File: src/spfs_pkg.sv
// Constants, register map and carrier types for the shared pin function selector.
package spfs_pkg;

   // Clock rate of ref_clk.
   localparam int unsigned CLK_HZ = 20_000_000;

   // Register byte offsets on the Avalon-MM slave.
   localparam logic [7:0] OFS_DEVICE_CONFIGURATION_REGISTER = 8'h00;
   localparam logic [7:0] OFS_GPIO_ENABLE_REGISTER   = 8'h04;
   localparam logic [7:0] OFS_GPIO_DIRECTION_REGISTER  = 8'h08;
   localparam logic [7:0] OFS_BUSCTL = 8'h0c;
   localparam logic [7:0] OFS_APDIR0 = 8'h10;
   localparam logic [7:0] OFS_APDIR1 = 8'h14;
   localparam logic [7:0] OFS_MUTE   = 8'h18;
   localparam logic [7:0] OFS_STATUS = 8'h1c;

   // Widths and pad counts.
   localparam int DEVICE_CONFIGURATION_REGISTER_W  = 5;
   localparam int GPIO_W    = 16;
   localparam int APIN_W    = 15;
   localparam int MUTE_W    = 4;
   localparam int HOST_PADS = 26;
   localparam int ASP1_PADS = 15;
   localparam int SP0_PADS  = 7;
   localparam int SP1_PADS  = 6;

   // Values after reset.
   localparam logic [DEVICE_CONFIGURATION_REGISTER_W-1:0] DEVICE_CONFIGURATION_REGISTER_RST = 5'h00;
   localparam logic [GPIO_W-1:0]   GPIO_ENABLE_REGISTER_RST   = 16'h0000;
   localparam logic [GPIO_W-1:0]   GPIO_DIRECTION_REGISTER_RST  = 16'h0000;
   localparam logic                CLOCK_OUTPUT2_ENABLE_RST = 1'b1;
   localparam logic [APIN_W-1:0]   APDIR_RST  = 15'h0000;
   localparam logic [MUTE_W-1:0]   MUTE_RST   = 4'h0;
   localparam logic                HOSTEN_RST = 1'b1;
   localparam logic                ENDC_RST   = 1'b1;
   localparam logic                ENDM_RST   = 1'b1;

   // Audio port pin indices, shared by pin direction registers and pin vectors.
   localparam int APIN_TXHCLK = 8;
   localparam int APIN_RXHCLK = 9;
   localparam int APIN_TXCLK  = 10;
   localparam int APIN_RXCLK  = 11;
   localparam int APIN_TXFS   = 12;
   localparam int APIN_RXFS   = 13;
   localparam int APIN_MUTE   = 14;

   // Field positions.
   localparam int GPIO_CLK_PIN   = 2;
   localparam int GPIO_MUTE0_PIN = 5;
   localparam int GPIO_MUTE1_PIN = 4;
   localparam int MUTE_EN0       = 0;
   localparam int MUTE_POL0      = 1;
   localparam int MUTE_EN1       = 2;
   localparam int MUTE_POL1      = 3;

   // Host pad i >= ASP1_PADS carries this GPIO pin.
   localparam int HOST_GPIO_IDX [0:10] = '{0, 1, 3, 8, 9, 10, 11, 12, 13, 14, 15};
   // Audio port 0 pin on each serial port 0 pad.
   localparam int SP0_ASP_IDX [0:6] = '{APIN_RXHCLK, 0, 1, APIN_RXFS, APIN_TXFS,
                                        APIN_RXCLK, APIN_TXCLK};
   // Audio port 0 pin on serial port 1 pads 2 to 5; pads 0 and 1 carry I2C.
   localparam int SP1_ASP_IDX [0:5] = '{0, 0, 5, 7, 6, APIN_MUTE};

   typedef struct packed {
      logic memBusClkSrc;
      logic timer1Sel;
      logic timer0Sel;
      logic sp0Disable;
      logic sp1Disable;
   } spfs_device_configuration_register_s;

   typedef struct packed {
      logic out;
      logic oe;
   } spfs_pad_s;

   typedef struct packed {
      logic hostEnable;
      logic endianCorr;
      logic endianMode;
   } spfs_strap_s;

endpackage

File: src/spfs_pad_sel.sv
// One shared pad steered between a primary and an alternate function.
module spfs_pad_sel (
   // Selection
   input  wire logic          selAlt,
   // Primary function
   input  wire logic          priOut,
   input  wire logic          priOe,
   output logic               priIn,
   // Alternate function
   input  wire logic          altOut,
   input  wire logic          altOe,
   output logic               altIn,
   // Pad
   input  wire logic          padIn,
   output spfs_pkg::spfs_pad_s pad
);

   // The deselected function sees a steady zero so it cannot react to the
   // other function's traffic.
   assign pad.out = selAlt ? altOut : priOut;
   assign pad.oe  = selAlt ? altOe : priOe;
   assign priIn   = selAlt ? 1'b0 : padIn;
   assign altIn   = selAlt ? padIn : 1'b0;

endmodule // spfs_pad_sel

File: src/spfs_pin_selector.sv
// Shared pin function selector: strap latch, configuration registers and pad steering.
//
// Overview of operation
// - Strap low: pads go to audio port 1, GPIO.
// - Strap high (default): all shared pads to host.
// - Clock pad is GPIO 2 only when enabled.
// - Clock output held high unless clock enable set.
// - GPIO enable bit gates pin; direction picks output.
// - Port 0 disable moves seven pads to audio.
// - Port 1 disable moves six pads to I2C/audio.
// - Timer 0 select routes pad to data 2.
// - Timer 1 select routes pad to data 4.
// - Timer 0 input shared until data 3 drives.
// - Timer 1 input shared with transmit high clock.
// - Endian strap picks narrow data byte lane.
// - Audio port 1 pin directions from its register.
// - Host strap sampled once at reset only.
// - Configuration register bit layout, upper bits reserved.
// - Software selection bits act immediately when written.
module spfs_pin_selector (
   // Clock and reset
   input  wire logic                                 ref_clk,
   input  wire logic                                 rst_b,
   // Straps
   input  wire logic                                 host_enable_strap_pad,
   input  wire logic                                 endian_correction_strap,
   input  wire logic                                 endian_mode_strap,
   // Avalon-MM slave
   input  wire logic [7:0]                           avs_address,
   input  wire logic                                 avs_read,
   input  wire logic                                 avs_write,
   input  wire logic [31:0]                          avs_writedata,
   input  wire logic [3:0]                           avs_byteenable,
   output logic [31:0]                               avs_readdata,
   output logic                                      avs_waitrequest,
   // Host-shared pads and host port
   input  wire logic [spfs_pkg::HOST_PADS-1:0]       hostPadIn,
   output spfs_pkg::spfs_pad_s [spfs_pkg::HOST_PADS-1:0] hostPad,
   input  wire logic [spfs_pkg::HOST_PADS-1:0]       hostOut,
   input  wire logic [spfs_pkg::HOST_PADS-1:0]       hostOe,
   output logic [spfs_pkg::HOST_PADS-1:0]            hostIn,
   // Audio ports
   input  wire logic [spfs_pkg::APIN_W-1:0]          asp1Out,
   output logic [spfs_pkg::APIN_W-1:0]               asp1In,
   input  wire logic [spfs_pkg::APIN_W-1:0]          asp0Out,
   output logic [spfs_pkg::APIN_W-1:0]               asp0In,
   output logic                                      asp0MuteIn,
   output logic                                      asp1MuteIn,
   // GPIO peripheral
   input  wire logic [spfs_pkg::GPIO_W-1:0]          gpioOut,
   output logic [spfs_pkg::GPIO_W-1:0]               gpioIn,
   input  wire logic                                 gp4PadIn,
   input  wire logic                                 gp5PadIn,
   // Clock output pad
   input  wire logic                                 clkPadIn,
   output spfs_pkg::spfs_pad_s                       clkPad,
   // Serial port 0 pads
   input  wire logic [spfs_pkg::SP0_PADS-1:0]        sp0PadIn,
   output spfs_pkg::spfs_pad_s [spfs_pkg::SP0_PADS-1:0] sp0Pad,
   input  wire logic [spfs_pkg::SP0_PADS-1:0]        bsp0Out,
   input  wire logic [spfs_pkg::SP0_PADS-1:0]        bsp0Oe,
   output logic [spfs_pkg::SP0_PADS-1:0]             bsp0In,
   // Serial port 1 pads and I2C port 1
   input  wire logic [spfs_pkg::SP1_PADS-1:0]        sp1PadIn,
   output spfs_pkg::spfs_pad_s [spfs_pkg::SP1_PADS-1:0] sp1Pad,
   input  wire logic [spfs_pkg::SP1_PADS-1:0]        bsp1Out,
   input  wire logic [spfs_pkg::SP1_PADS-1:0]        bsp1Oe,
   output logic [spfs_pkg::SP1_PADS-1:0]             bsp1In,
   input  wire logic [1:0]                           i2c1DriveLow,
   output logic [1:0]                                i2c1In,
   // Timer pads
   input  wire logic                                 timer0Out,
   input  wire logic                                 timer1Out,
   output logic                                      timer0In,
   output logic                                      timer1In,
   input  wire logic                                 tmr0OutPadIn,
   input  wire logic                                 tmr1OutPadIn,
   input  wire logic                                 tmr0InPadIn,
   input  wire logic                                 tmr1InPadIn,
   output spfs_pkg::spfs_pad_s                       tmr0OutPad,
   output spfs_pkg::spfs_pad_s                       tmr1OutPad,
   output spfs_pkg::spfs_pad_s                       tmr0InPad,
   output spfs_pkg::spfs_pad_s                       tmr1InPad,
   // Memory bus configuration
   output logic                                      bigEndianLaneSel,
   output logic                                      memBusClkSrc
);

   logic [1:0]                        rstPipe_q;
   logic                              rstSync_b;
   logic                              strapDone_q;
   spfs_pkg::spfs_strap_s             strap_q;
   spfs_pkg::spfs_device_configuration_register_s            device_configuration_register_q;
   logic [spfs_pkg::GPIO_W-1:0]       gpio_enable_register_q;
   logic [spfs_pkg::GPIO_W-1:0]       gpio_direction_register_q;
   logic                              clock_output2_enable_q;
   logic [spfs_pkg::APIN_W-1:0]       apdir0_q;
   logic [spfs_pkg::APIN_W-1:0]       apdir1_q;
   logic [spfs_pkg::MUTE_W-1:0]       mute_q;
   logic                              ack_q;
   logic [31:0]                       rdData_q;
   logic                              clkDiv_q;
   logic                              busReq;
   logic                              wrTake;
   logic [31:0]                       beMask;
   logic [31:0]                       wrMerged;
   logic [31:0]                       rdMux;
   logic [spfs_pkg::GPIO_W-1:0]       gpioLive;
   logic [spfs_pkg::HOST_PADS-1:0]    hostAltOut;
   logic [spfs_pkg::HOST_PADS-1:0]    hostAltOe;
   logic [spfs_pkg::HOST_PADS-1:0]    hostAltIn;
   logic [spfs_pkg::SP0_PADS-1:0]     sp0AltIn;
   logic [spfs_pkg::SP1_PADS-1:0]     sp1AltIn;
   logic                              tmr0AltIn;
   logic                              tmr1AltIn;
   logic                              clkGpioIn;
   logic                              unusedClkPri;

   // Reset release through two flip-flops; the asynchronous edge only clears.
   always_ff @(posedge ref_clk or negedge rst_b) begin
      if (!rst_b) rstPipe_q <= 2'b00;
      else rstPipe_q <= {rstPipe_q[0], 1'b1};
   end
   assign rstSync_b = rstPipe_q[1];

   // Straps are taken once at the first edge after release and never again.
   always_ff @(posedge ref_clk or negedge rstSync_b) begin
      if (!rstSync_b) begin
         strapDone_q <= 1'b0;
         strap_q     <= {spfs_pkg::HOSTEN_RST, spfs_pkg::ENDC_RST, spfs_pkg::ENDM_RST};
      end else if (!strapDone_q) begin
         strapDone_q <= 1'b1;
         strap_q     <= {host_enable_strap_pad, endian_correction_strap, endian_mode_strap};
      end
   end

   // One wait cycle per access lets read data come from a flip-flop.
   assign busReq          = avs_read | avs_write;
   assign avs_waitrequest = busReq & ~ack_q;
   assign wrTake          = avs_write & ack_q;
   assign avs_readdata    = rdData_q;

   always_comb begin
      beMask = 32'h0000_0000;
      for (int b = 0; b < 4; b++) begin
         beMask[b*8 +: 8] = {8{avs_byteenable[b]}};
      end
   end

   assign wrMerged = (rdMux & ~beMask) | (avs_writedata & beMask);

   // Unmapped offsets read as zero; reserved bits read as zero.
   assign rdMux =
      (avs_address == spfs_pkg::OFS_DEVICE_CONFIGURATION_REGISTER) ? {27'h0000000, device_configuration_register_q} :
      (avs_address == spfs_pkg::OFS_GPIO_ENABLE_REGISTER)   ? {16'h0000, gpio_enable_register_q} :
      (avs_address == spfs_pkg::OFS_GPIO_DIRECTION_REGISTER)  ? {16'h0000, gpio_direction_register_q} :
      (avs_address == spfs_pkg::OFS_BUSCTL) ? {31'h00000000, clock_output2_enable_q} :
      (avs_address == spfs_pkg::OFS_APDIR0) ? {17'h00000, apdir0_q} :
      (avs_address == spfs_pkg::OFS_APDIR1) ? {17'h00000, apdir1_q} :
      (avs_address == spfs_pkg::OFS_MUTE)   ? {28'h0000000, mute_q} :
      (avs_address == spfs_pkg::OFS_STATUS) ? {28'h0000000, bigEndianLaneSel, strap_q} :
      32'h0000_0000;

   always_ff @(posedge ref_clk or negedge rstSync_b) begin
      if (!rstSync_b) begin
         ack_q    <= 1'b0;
         rdData_q <= 32'h0000_0000;
      end else begin
         ack_q    <= busReq & ~ack_q;
         rdData_q <= (avs_read & ~ack_q) ? rdMux : rdData_q;
      end
   end

   // Registers change at the accepting edge and steer the pads from then on.
   always_ff @(posedge ref_clk or negedge rstSync_b) begin
      if (!rstSync_b) begin
         device_configuration_register_q <= spfs_pkg::DEVICE_CONFIGURATION_REGISTER_RST;
         gpio_enable_register_q   <= spfs_pkg::GPIO_ENABLE_REGISTER_RST;
         gpio_direction_register_q  <= spfs_pkg::GPIO_DIRECTION_REGISTER_RST;
         clock_output2_enable_q <= spfs_pkg::CLOCK_OUTPUT2_ENABLE_RST;
         apdir0_q <= spfs_pkg::APDIR_RST;
         apdir1_q <= spfs_pkg::APDIR_RST;
         mute_q   <= spfs_pkg::MUTE_RST;
      end else if (wrTake) begin
         case (avs_address)
            spfs_pkg::OFS_DEVICE_CONFIGURATION_REGISTER: device_configuration_register_q <= wrMerged[spfs_pkg::DEVICE_CONFIGURATION_REGISTER_W-1:0];
            spfs_pkg::OFS_GPIO_ENABLE_REGISTER:   gpio_enable_register_q   <= wrMerged[spfs_pkg::GPIO_W-1:0];
            spfs_pkg::OFS_GPIO_DIRECTION_REGISTER:  gpio_direction_register_q  <= wrMerged[spfs_pkg::GPIO_W-1:0];
            spfs_pkg::OFS_BUSCTL: clock_output2_enable_q <= wrMerged[0];
            spfs_pkg::OFS_APDIR0: apdir0_q <= wrMerged[spfs_pkg::APIN_W-1:0];
            spfs_pkg::OFS_APDIR1: apdir1_q <= wrMerged[spfs_pkg::APIN_W-1:0];
            spfs_pkg::OFS_MUTE:   mute_q   <= wrMerged[spfs_pkg::MUTE_W-1:0];
            default: ;
         endcase
      end
   end

   // Half-rate clock for the clock output pad.
   always_ff @(posedge ref_clk or negedge rstSync_b) begin
      if (!rstSync_b) clkDiv_q <= 1'b0;
      else clkDiv_q <= ~clkDiv_q;
   end

   // A GPIO pin only drives when enabled and set as output.
   assign gpioLive = gpio_enable_register_q & gpio_direction_register_q;

   // Host-shared pads: audio port 1 first, then the eleven GPIO pins.
   genvar i;
   generate
      for (i = 0; i < spfs_pkg::HOST_PADS; i++) begin : g_host
         if (i < spfs_pkg::ASP1_PADS) begin : g_asp
            assign hostAltOut[i] = asp1Out[i];
            assign hostAltOe[i]  = apdir1_q[i];
            assign asp1In[i]     = hostAltIn[i];
         end else begin : g_gpio
            assign hostAltOut[i] = gpioOut[spfs_pkg::HOST_GPIO_IDX[i-spfs_pkg::ASP1_PADS]];
            assign hostAltOe[i]  = gpioLive[spfs_pkg::HOST_GPIO_IDX[i-spfs_pkg::ASP1_PADS]];
         end
         spfs_pad_sel u_pad (
            .selAlt (~strap_q.hostEnable),
            .priOut (hostOut[i]),
            .priOe  (hostOe[i]),
            .priIn  (hostIn[i]),
            .altOut (hostAltOut[i]),
            .altOe  (hostAltOe[i]),
            .altIn  (hostAltIn[i]),
            .padIn  (hostPadIn[i]),
            .pad    (hostPad[i])
         );
      end
      for (i = 0; i < spfs_pkg::SP0_PADS; i++) begin : g_sp0
         spfs_pad_sel u_pad (
            .selAlt (device_configuration_register_q.sp0Disable),
            .priOut (bsp0Out[i]),
            .priOe  (bsp0Oe[i]),
            .priIn  (bsp0In[i]),
            .altOut (asp0Out[spfs_pkg::SP0_ASP_IDX[i]]),
            .altOe  (apdir0_q[spfs_pkg::SP0_ASP_IDX[i]]),
            .altIn  (sp0AltIn[i]),
            .padIn  (sp0PadIn[i]),
            .pad    (sp0Pad[i])
         );
      end
      for (i = 0; i < spfs_pkg::SP1_PADS; i++) begin : g_sp1
         // I2C pads are open drain: they only ever pull low.
         spfs_pad_sel u_pad (
            .selAlt (device_configuration_register_q.sp1Disable),
            .priOut (bsp1Out[i]),
            .priOe  (bsp1Oe[i]),
            .priIn  (bsp1In[i]),
            .altOut ((i < 2) ? 1'b0 : asp0Out[spfs_pkg::SP1_ASP_IDX[i]]),
            .altOe  ((i < 2) ? i2c1DriveLow[i%2] : apdir0_q[spfs_pkg::SP1_ASP_IDX[i]]),
            .altIn  (sp1AltIn[i]),
            .padIn  (sp1PadIn[i]),
            .pad    (sp1Pad[i])
         );
      end
   endgenerate
   assign i2c1In = sp1AltIn[1:0];

   spfs_pad_sel u_tmr0_out (
      .selAlt (device_configuration_register_q.timer0Sel),
      .priOut (timer0Out),
      .priOe  (1'b1),
      .priIn  (),
      .altOut (asp0Out[2]),
      .altOe  (apdir0_q[2]),
      .altIn  (tmr0AltIn),
      .padIn  (tmr0OutPadIn),
      .pad    (tmr0OutPad)
   );

   spfs_pad_sel u_tmr1_out (
      .selAlt (device_configuration_register_q.timer1Sel),
      .priOut (timer1Out),
      .priOe  (1'b1),
      .priIn  (),
      .altOut (asp0Out[4]),
      .altOe  (apdir0_q[4]),
      .altIn  (tmr1AltIn),
      .padIn  (tmr1OutPadIn),
      .pad    (tmr1OutPad)
   );

   spfs_pad_sel u_clk (
      .selAlt (gpio_enable_register_q[spfs_pkg::GPIO_CLK_PIN]),
      .priOut (clock_output2_enable_q ? clkDiv_q : 1'b1),
      .priOe  (1'b1),
      .priIn  (unusedClkPri),
      .altOut (gpioOut[spfs_pkg::GPIO_CLK_PIN]),
      .altOe  (gpioLive[spfs_pkg::GPIO_CLK_PIN]),
      .altIn  (clkGpioIn),
      .padIn  (clkPadIn),
      .pad    (clkPad)
   );

   // Timer input pads stay shared inputs until the audio port turns them round.
   assign tmr0InPad = '{out: asp0Out[3], oe: apdir0_q[3]};
   assign tmr1InPad = '{out: asp0Out[spfs_pkg::APIN_TXHCLK],
                        oe: apdir0_q[spfs_pkg::APIN_TXHCLK]};
   assign timer0In  = apdir0_q[3] ? 1'b0 : tmr0InPadIn;
   assign timer1In  = apdir0_q[spfs_pkg::APIN_TXHCLK] ? 1'b0 : tmr1InPadIn;

   // Audio port 0 collects each pin from the one pad that carries it.
   always_comb begin
      asp0In = '0;
      for (int k = 0; k < spfs_pkg::SP0_PADS; k++) begin
         asp0In[spfs_pkg::SP0_ASP_IDX[k]] = sp0AltIn[k];
      end
      for (int k = 2; k < spfs_pkg::SP1_PADS; k++) begin
         asp0In[spfs_pkg::SP1_ASP_IDX[k]] = sp1AltIn[k];
      end
      asp0In[2]                    = tmr0AltIn;
      asp0In[4]                    = tmr1AltIn;
      asp0In[3]                    = tmr0InPadIn;
      asp0In[spfs_pkg::APIN_TXHCLK] = tmr1InPadIn;
   end

   // GPIO inputs: host-shared pins only while released by the strap.
   always_comb begin
      gpioIn = '0;
      for (int k = 0; k < 11; k++) begin
         gpioIn[spfs_pkg::HOST_GPIO_IDX[k]] = hostAltIn[spfs_pkg::ASP1_PADS + k]
                                              & gpio_enable_register_q[spfs_pkg::HOST_GPIO_IDX[k]];
      end
      gpioIn[spfs_pkg::GPIO_CLK_PIN] = clkGpioIn;
   end

   // Mute inputs follow the enable and polarity that software sets up.
   assign asp0MuteIn = mute_q[spfs_pkg::MUTE_EN0] & ~gpio_direction_register_q[spfs_pkg::GPIO_MUTE0_PIN]
                       & (gp5PadIn ^ mute_q[spfs_pkg::MUTE_POL0]);
   assign asp1MuteIn = mute_q[spfs_pkg::MUTE_EN1] & ~gpio_direction_register_q[spfs_pkg::GPIO_MUTE1_PIN]
                       & (gp4PadIn ^ mute_q[spfs_pkg::MUTE_POL1]);

   // Lane correction applies only in big endian mode with the strap set.
   assign bigEndianLaneSel = strap_q.endianCorr & ~strap_q.endianMode;
   assign memBusClkSrc     = device_configuration_register_q.memBusClkSrc;
endmodule // spfs_pin_selector

File: config.mk
export PLATFORM = sky130hd
export DESIGN_NAME = spfs_pin_selector
export DESIGN_NICKNAME = d
export VERILOG_FILES = /design/src/spfs_pkg.sv /design/src/spfs_pad_sel.sv /design/src/spfs_pin_selector.sv
export SDC_FILE = /design/constraint.sdc
export NUM_CORES = 1
export LEC_CHECK = 0
export ABC_CLOCK_PERIOD_IN_PS = 4100
export BUFFER_PORTS_ARGS = -buffer_cell sky130_fd_sc_hd__buf_2
export CAP_MARGIN = 40
export CORE_AREA = 2 2 170 172
export DETAILED_ROUTE_END_ITERATION = 6
export DIE_AREA = 0 0 172 174
export PLACE_DENSITY = 0.52
export SLEW_MARGIN = 30
export SYNTH_ARGS = -nofsm -noshare
export SYNTH_HDL_FRONTEND = slang
export SYNTH_SLANG_ARGS = --single-unit
File: constraint.sdc
create_clock -name ref_clk -period 4.1 [get_ports ref_clk]
set_input_delay 0 -clock ref_clk [delete_from_list [all_inputs] [get_ports ref_clk]]
set_output_delay 0 -clock ref_clk [all_outputs]
set_load 0.005 [all_outputs]
## Word-level counts from Yosys, hierarchy flattened

Index checks and enable logic that the tools add are counted.

| operators by class | value |
|---|---|
| multiplexer cells | 176 |
| equality and inequality tests | 7 |
| bitwise logic cells | 32 |
| reductions and logical operators | 8 |

Operator list:

| cell | count |
|---|---|
| $mux 1 | 168 |
| $and 16x16->16 | 3 |
| $mux 16 | 3 |
| $mux 15 | 3 |
| $eq 8x5->1 const B | 4 |
| $and 1x1->1 | 19 |
| $eq 8x4->1 const B | 2 |
| $not 16->16 | 1 |
| $or 16x16->16 | 1 |
| $reduce_and 2->1 | 7 |
| $eq 8x3->1 const B | 1 |
| $logic_not 8->1 | 1 |
| $mux 4 | 2 |
| $not 1->1 | 5 |
| $xor 1x1->1 | 2 |
| $or 1x1->1 | 1 |

| storage, ports and cells | value |
|---|---|
| flip-flop bits (word level) | 112 |
| output and inout bits | 214 |
| word-level logic and storage cells | 242 |
| bits of input ports | 225 |

## Logic depth before layout (Yosys ltp)

Gate-level depths: netlist (run 1).

| depth | value |
|---|---|
| depth in word-level cells | 12 |
| depth in mapped cells | 8 |
| gate-level depth less buffers | 4 |

## Modules after synthesis

From an unflattened synthesis (run 1), not the netlist that was laid out.

| second synthesis, totals | value |
|---|---|
| cell total of the unflattened synthesis | 711 |
| area, all modules | 6,765.2 µm² |

Modules (own cells, without submodules):

| module | times used | area an instance (µm²) | cells each | seq. area each (µm²) |
|---|---|---|---|---|
| spfs_pin_selector | 1 | 5,136.2 | 543 | 2,407.3 |
| spfs_pad_sel | 42 | 38.8 | 4 | 0.0 |

## Worst setup path after synthesis (run 1)

Ideal clock, no wire load.

| path | value |
|---|---|
| path type | flip-flop to flip-flop |
| from | reg strap_q[2] (netlist bit) |
| to | reg mute_q[2] (netlist bit) |
| cell stages (with the launch flop) | 6 |
| clock period less this slack | 1.711 ns |
| path buffers | 1 |
| slack | 2.389 ns |
| data required time | 4.004 ns |
| data arrival time | 1.614 ns |
| cells stage by stage | dfstp_2 > clkbuf_1 > mux2i_1 > a2111oi_4 > a2111oi_2 > o31ai_1 |

| on the way | value |
|---|---|
| cells in the longest elaborated chain, start to end | 10 |

RTL lines:

| item | line | text |
|---|---|---|
| start: declaration | spfs_pin_selector.sv:92 | `spfs_pkg::spfs_strap_s strap_q;` |
| start signal: assignment | spfs_pin_selector.sv:130 | `strap_q <= {spfs_pkg::HOSTEN_RST, spfs_pkg::ENDC_RST, spfs_pkg::ENDM_RST};` |
| start signal: assignment | spfs_pin_selector.sv:133 | `strap_q <= {host_enable_strap_pad, endian_correction_strap, endian_mode_strap};` |
| $mux 4 | spfs_pin_selector.sv:161 | `(avs_address == spfs_pkg::OFS_STATUS) ? {28'h0000000, bigEndianLaneSel, strap_q} :` |
| $mux 4 | spfs_pin_selector.sv:160 | `(avs_address == spfs_pkg::OFS_MUTE) ? {28'h0000000, mute_q} :` |
| $mux 15 | spfs_pin_selector.sv:159 | `(avs_address == spfs_pkg::OFS_APDIR1) ? {17'h00000, apdir1_q} :` |
| $mux 15 | spfs_pin_selector.sv:158 | `(avs_address == spfs_pkg::OFS_APDIR0) ? {17'h00000, apdir0_q} :` |
| $mux 15 | spfs_pin_selector.sv:157 | `(avs_address == spfs_pkg::OFS_BUSCTL) ? {31'h00000000, clock_output2_enable_q} :` |
| $mux 16 | spfs_pin_selector.sv:156 | `(avs_address == spfs_pkg::OFS_GPIO_DIRECTION_REGISTER) ? {16'h0000, gpio_direction_register_q} :` |
| $mux 16 | spfs_pin_selector.sv:155 | `(avs_address == spfs_pkg::OFS_GPIO_ENABLE_REGISTER) ? {16'h0000, gpio_enable_register_q} :` |
| $mux 16 | spfs_pin_selector.sv:154 | `(avs_address == spfs_pkg::OFS_DEVICE_CONFIGURATION_REGISTER) ? {27'h0000000, device_configuration_register_q} ...` |
| $and 16x16->16 | spfs_pin_selector.sv:150 | `assign wrMerged = (rdMux & ~beMask) \| (avs_writedata & beMask);` |
| $or 16x16->16 | spfs_pin_selector.sv:150 |  |
| end signal: assignment | spfs_pin_selector.sv:183 | `mute_q <= spfs_pkg::MUTE_RST;` |
| end signal: assignment | spfs_pin_selector.sv:192 | `spfs_pkg::OFS_MUTE: mute_q <= wrMerged[spfs_pkg::MUTE_W-1:0];` |
| end: declaration | spfs_pin_selector.sv:99 | `logic [spfs_pkg::MUTE_W-1:0] mute_q;` |

No other way between the ends.
A chain may end at the register's enable or synchronous reset.

==> results of run 1 <==
[critical path, stage by stage (launching register included)]
cell and delay [ns]:
dfstp_4 0.93, buf_4 0.61, mux2_2 0.43, buf_2 0.13
[flip-flops by register name, summed over array words and instances (netlist names)]
signal,cells
device_configuration_register_q,4
clkDiv_q,1
strap_q,3
rstPipe_q,2
gpio_direction_register_q,16
avs_readdata,16
strapDone_q,1
ack_q,1
apdir1_q,15
clock_output2_enable_q,1
apdir0_q,15
mute_q,4
memBusClkSrc,1
gpio_enable_register_q,16
[final timing paths]
check | cells past startpoint | slack [ns] | to
hold / removal | 0 | 0.00005 | tmr0InPad[1]
min in group asynchronous | 0 | 0.30 | device_configuration_register_q[1]
setup / recovery | 3 | 1.58 | hostPad[17]
hold reg to reg | 0 | 0.30 | device_configuration_register_q[1]
setup reg to reg | 4 | 1.99 | gpio_direction_register_q[2]
max in group asynchronous | 1 | 3.00 | strap_q[1]
[routing by layer]
metal | global-route usage [%] | vias to the layer above | part of all wire (%)
li1 | - | 3323 | -
met1 | 19.8 | 3066 | 42
met2 | 27.8 | 329 | 48
met3 | 2.80 | 34 | 7.3
met4 | 5.29 | 4 | 2.4
met5 | 0 | - | 0.10
[area by class of cell]
cell class	instances	area [um2]	area share, %
multi-input combinational	577	3840	41.6
clock buffer	9	225	2.44
sequential	96	2410	26.2
inverter	6	22.5	0.244
tap	384	480	5.21
clock inverter	7	77.6	0.841
timing repair buffer	414	2170	23.5
[stage by stage]
step | hold WS, ns | util [%] | setup WS (ns) | cells | instance area, um2
2_1_floorplan | -0.296 | - | 1.23 | 833 | 7220
3_3_place_gp | -0.213 | 31.2 | 1.85 | 1466 | 8800
3_5_place_dp | -0.214 | 31.3 | 1.84 | 1468 | 8830
4_1_cts | 0.0000381 | 32.6 | 1.52 | 1491 | 9200
5_1_grt | 0.0000394 | 32.7 | 1.46 | 1493 | 9230
6_report | 0.0000459 | 32.7 | 1.58 | 1493 | 9230
[cells in the final DEF, fill, tap and decap left out, types with 17 or more instances in the layout]
cell type,instances
nor2b_1,37
buf_2,392
a21oi_1,57
nand2_1,75
and2_1,42
nor3_1,23
mux2i_1,23
o31ai_1,17
mux2_2,74
o21ai_0,33
conb_1,22
dfrtp_1,91
nor2_1,57
[timing repair]
item	in CTS	in global routing
hold buffers	7	0
endpoints found under the hold margin	6	0
endpoints found under the setup margin	0	0
[kinds of logic after synthesis]
group / Yosys count
xor gates and xnor gates: 2
muxes: 97
other: 2
buffers and inverters: 160
DFF: 96
and+or+nand+nor: 298
AOI/OAI and AO/OA: 158
[power breakdown]
part / internal (mW) / switching, mW / leakage [nW]
sequential: 0.984 / 0.0604 / 1.30
clock: 0.481 / 0.397 / 0.152
combinational: 0.280 / 0.267 / 3.09
total: 1.75 / 0.725 / 4.54
==> results.cfg, run 1 <==
[logic_synthesis]
synthDominantCellAreaShare_pct = 32.2
share_of_synthesized_area_spent_on_multiplexers_pct = 14.9
netlist_area_um2 = 7150
ys_seq_area_share_pct = 33.7
yosys-top-cells-area = dfrtp_1 (32%), mux2_2 (12%), buf_4 (10%)
yosysWarningCount = 0
synth_top_family_by_area = simple AND/OR/NAND/NOR gates
yosys.area_share.simple_pct = 21.8
yosys_register_bits = 96
synth_xor_xnor_area_share_pct = 0.245
synth_top_flop_cell = dfrtp_1
synth_compound_gate_area_share_pct = 15.4
synth_most_common_cell = buf_4
synth.avg_cell_area_um2 = 8.79
synth-edff-count = 0
synthTopCellsByCount = buf_4 (95), dfrtp_1 (92), nand2_1 (75)
synth_fa_ha_area_share_pct = 0
synth_largest_area_cell = dfrtp_1
post_synth_num_cell_types = 54
syn_inst = 813
synth-async-reset-ratio_pct = 100

[worst_hold_path]
min-delay-path-class = in2out
launch_instance_of_the_worst_min_delay_path = asp0Out[3]

[critical_path]
kind_of_end_point_of_the_critical_path = primary output
worstSetupStartpoint = strap_q[2]
startpoint_type_of_the_worst_setup_path = flip-flop
required_ns = 4.10
timing.setup.critical_path_class = reg2out
path_max_fanout = 75
worstReg2RegStart = strap_q[2]
arrival_time_of_data_at_the_critical_path_endpoint_ns = 2.52

[finish]
n_antenna_cell = 0
area.growth.synth_to_final_pct = 29.0
final.fill_count = 3058
design.final.nets = 1329
final_layout_size_suffix_gt1_share_pct = 46.7

[clocking]
cts_htree_levels = 3
numClockSinks = 96
cts-buffers-inserted = 9
cts_root_buffer = clkbuf_16
ctsLongestPathBuffers = 2
post-cts-setup-buffer-count = 0
resized_gates_after_cts = 0
clk-insertion-delay-late_ns = 0.35
clkSlewWorstSetupHoldPaths_ns = 0.07
cts_tree = done

[global_routing]
grt-ovfl-total = 0
antenna_found_initial = 2
global_route_wire_length_before_repair_um = 36000
grt_start_max_net_pins = 76
grt_pass1_vias = 6284
gr-usage-all-layers_pct = 16.0

[floorplan]
design.die.area_um2 = 29900
start_util_pct = 25.3
fp.dieW_um = 172
chipHeight_um = 174
coreArea_um2 = 28200
rows = 62
num_io_pins = 439

[drt]
finalWirelength_um = 25200
post_drt_via_cell_ratio = 4.53
final_antenna_net_count = 0
mean_routed_wirelength_per_cell_um = 16.9
firstDrtPassIters = 5
num_vias = 6756
remaining_drc_errors = 0
first_iter_violations = 346

[timing]
final_number_of_setup_violating_endpoints = 0
rsz_0062_raised_after_global_routing = no
finalCriticalPeriod_ns = 2.52
hold_viol = 0
timing.slew.headroom_pct = 45.2
totalNegativeSetupSlack_ns = 0
max_freq_mhz = 397
finClkSkew_ns = 0.00925
final.period_utilization_pct = 61.4
pins_over_slew_limit = 0
tightestPinTransition_ns = 0.820

[run_status]
outcome = completed

[power]
totalPowerFinal_mw = 2.47
power_density_nw_per_um2 = 268
leakage_nw = 4.54
peakVddDrop_mv = 0.165

[place]
hpwl_reported_at_the_end_of_detailed_placement_um = 20200
place_congestion = 0.822
count_of_input_and_output_buffers = 392

[run]
drv_cap = 0
No activity file was read; power rests on OpenSTA's default activity.
==> run 2, diff against run 1 <==
ABC_CLOCK_PERIOD_IN_PS = 2600   (was 4100)
clock period = 2.6 ns   (was 4.1 ns; I/O delays follow)
==> run 2 against run 1 <==
Effect of this change:
- die area stayed put
- via count is 0.61% higher
- setup slack worse by 0.94 ns
- cell area is 1.5% higher
- non-clock buffer count is 13 higher
- power is 62% higher
- combinational power is 65% higher
- first-iteration DRC count is 7.8% lower
- global-route usage is 0.071 points lower
- highest routed layer is now met4
- hold slack hardly changed
- routed wire length is 1.3% lower
- sequential share of layout area is 0.39 points lower
==> results.cfg, run 2 (same netlist as run 1, synthesis figures left out) <==
[clocking]
cts_hold_buffers_added = 7
cts-buffers-inserted = 9
clk-insertion-delay-late_ns = 0.35
post-cts-setup-buffer-count = 0
resized_gates_after_cts = 0
ctsLongestPathBuffers = 2
cts_root_buffer = clkbuf_16
cts_htree_levels = 3
clkSlewWorstSetupHoldPaths_ns = 0.07
numClockSinks = 96
cts_tree = done

[floorplan]
rows = 62
fp.dieW_um = 172
chipHeight_um = 174
start_util_pct = 25.3
coreArea_um2 = 28200
design.die.area_um2 = 29900
num_io_pins = 439

[power]
power.combinational.fraction_pct = 22.6
internal_power_mw = 2.88
sw_frac_of_total_pct = 27.9
totalPowerFinal_mw = 3.99
seq_power_share_pct = 40.6
power_density_nw_per_um2 = 426
peakVddDrop_mv = 0.242
net_load_switching_power_mw = 1.11
clkPwrFrac_pct = 36.8
leakage_nw = 4.62

[timing]
pins_over_slew_limit = 0
timing.slew.headroom_pct = 46.9
final.period_utilization_pct = 75.3
finalCriticalPeriod_ns = 1.96
max_freq_mhz = 511
finClkSkew_ns = 0.00785
hold_viol = 0
rsz_0062_raised_after_global_routing = no
final_number_of_setup_violating_endpoints = 0
totalNegativeSetupSlack_ns = 0
tightestPinTransition_ns = 0.796

[finish]
design.final.nets = 1342
layout.cells.most_common_list = buf_2 (392), dfrtp_1 (91), nand2_1 (75)
layout.cells.most_common = buf_2
area.growth.synth_to_final_pct = 31.0
final_layout_size_suffix_gt1_share_pct = 47.3
n_antenna_cell = 0

[critical_path]
kind_of_end_point_of_the_critical_path = primary output
worstRegToRegCells = 4
timing.setup.critical_path_class = reg2out
required_ns = 2.60
arrival_time_of_data_at_the_critical_path_endpoint_ns = 1.96
cp_cell_sequence = buf_12, mux2_2, buf_2
crit_path_top_delay_cell = dfstp_4
worstReg2RegStart = apdir1_q[0]
startpoint_type_of_the_worst_setup_path = flip-flop
reg_to_reg_slack_setup_ns = 0.69
timing.critical_path.slowest_cell_delay_ns = 0.63
path_max_fanout = 116
reg2reg_to = mute_q[0]

[drt]
firstDrtPassIters = 7
mean_routed_wirelength_per_cell_um = 16.5
num_vias = 6797
finalWirelength_um = 24900
first_iter_violations = 319
final_antenna_net_count = 0
remaining_drc_errors = 0
post_drt_via_cell_ratio = 4.51

[place]
place_congestion = 0.868
count_of_input_and_output_buffers = 392
hpwl_reported_at_the_end_of_detailed_placement_um = 20100

[run_status]
outcome = completed

[global_routing]
grt_pass1_vias = 6291
grt-ovfl-total = 0
grt_start_max_net_pins = 117
global_route_wire_length_before_repair_um = 36300
antenna_found_initial = 0
gr-usage-all-layers_pct = 15.9

[worst_hold_path]
launch_instance_of_the_worst_min_delay_path = asp0Out[8]
hold-path-cell-count = 0
min-delay-path-class = in2out
hold_path_end = tmr1InPad[1]

[run]
drv_cap = 0
-- run 2: changes by cell type in the layout (fill, tap and decap cells not counted), sizes merged --
cell	before	now
bufinv	1	2
clkbuf	9	10
buf	407	420
inv	9	6
clkinv	3	2
clkinvlp	0	2
-- run 2: cell type report --
| class | count | area (um2) |
|---|---|---|
| Timing Repair Buffer | 427 | 2280 |
| Fill cell | 3066 | 18900 |
| Inverter | 6 | 22.5 |
| Clock buffer | 10 | 239 |
| Clock inverter | 6 | 92.6 |
| Multi-Input combinational cell | 577 | 3840 |
| Tap cell | 384 | 480 |
| Sequential cell | 96 | 2410 |
-- run 2: worst max-delay path, delay by kind of cell (launching register included) --
kind,cells,cell delay [ns]
buffers and inverters,2,0.45
DFF,1,0.63
muxes,1,0.39
-- run 2: through the flow --
stage	setup slack, ns	instances	instance area [um2]	hold slack (ns)	utilization [%]
CTS	0.626	1506	9370	0.0000346	33.2
global placement	0.537	1483	8960	-0.213	31.7
finish	0.642	1506	9370	0.0000110	33.2
floorplan	0.889	833	7230	-0.296	-
detailed placement	0.511	1483	8960	-0.212	31.7
global route	0.552	1506	9370	0.0000347	33.2
-- run 2: how the worst max path moves through the flow --
stage                                      endpoint      startpoint
final                                   hostPad[12]      strap_q[2]
after global routing                    hostPad[18]      strap_q[2]
after CTS                                hostPad[1]      strap_q[2]
after detailed placement  gpio_enable_register_q[6]  avs_address[7]
after global placement                  apdir1_q[6]  avs_address[7]
after floorplan                           mute_q[2]      strap_q[2]
-- run 2: power groups by stage --
stage | sequential, mW | combinational (mW) | clock (mW)
after global placement | 1.65 | 0.898 | 0
after global routing | 1.63 | 1.00 | 1.57
after CTS | 1.62 | 0.919 | 1.51
after detailed placement | 1.65 | 0.908 | 0
final | 1.62 | 0.903 | 1.47
after floorplan | 1.63 | 0.573 | 0
-- run 2: routing by layer --
metal	vias up	GRT usage, %	share of wire [%]
met3	25	2.32	7.6
li1	3348	-	-
met2	336	27.5	48
met4	0	4.90	1.7
met1	3088	20.4	42
met5	-	0	0
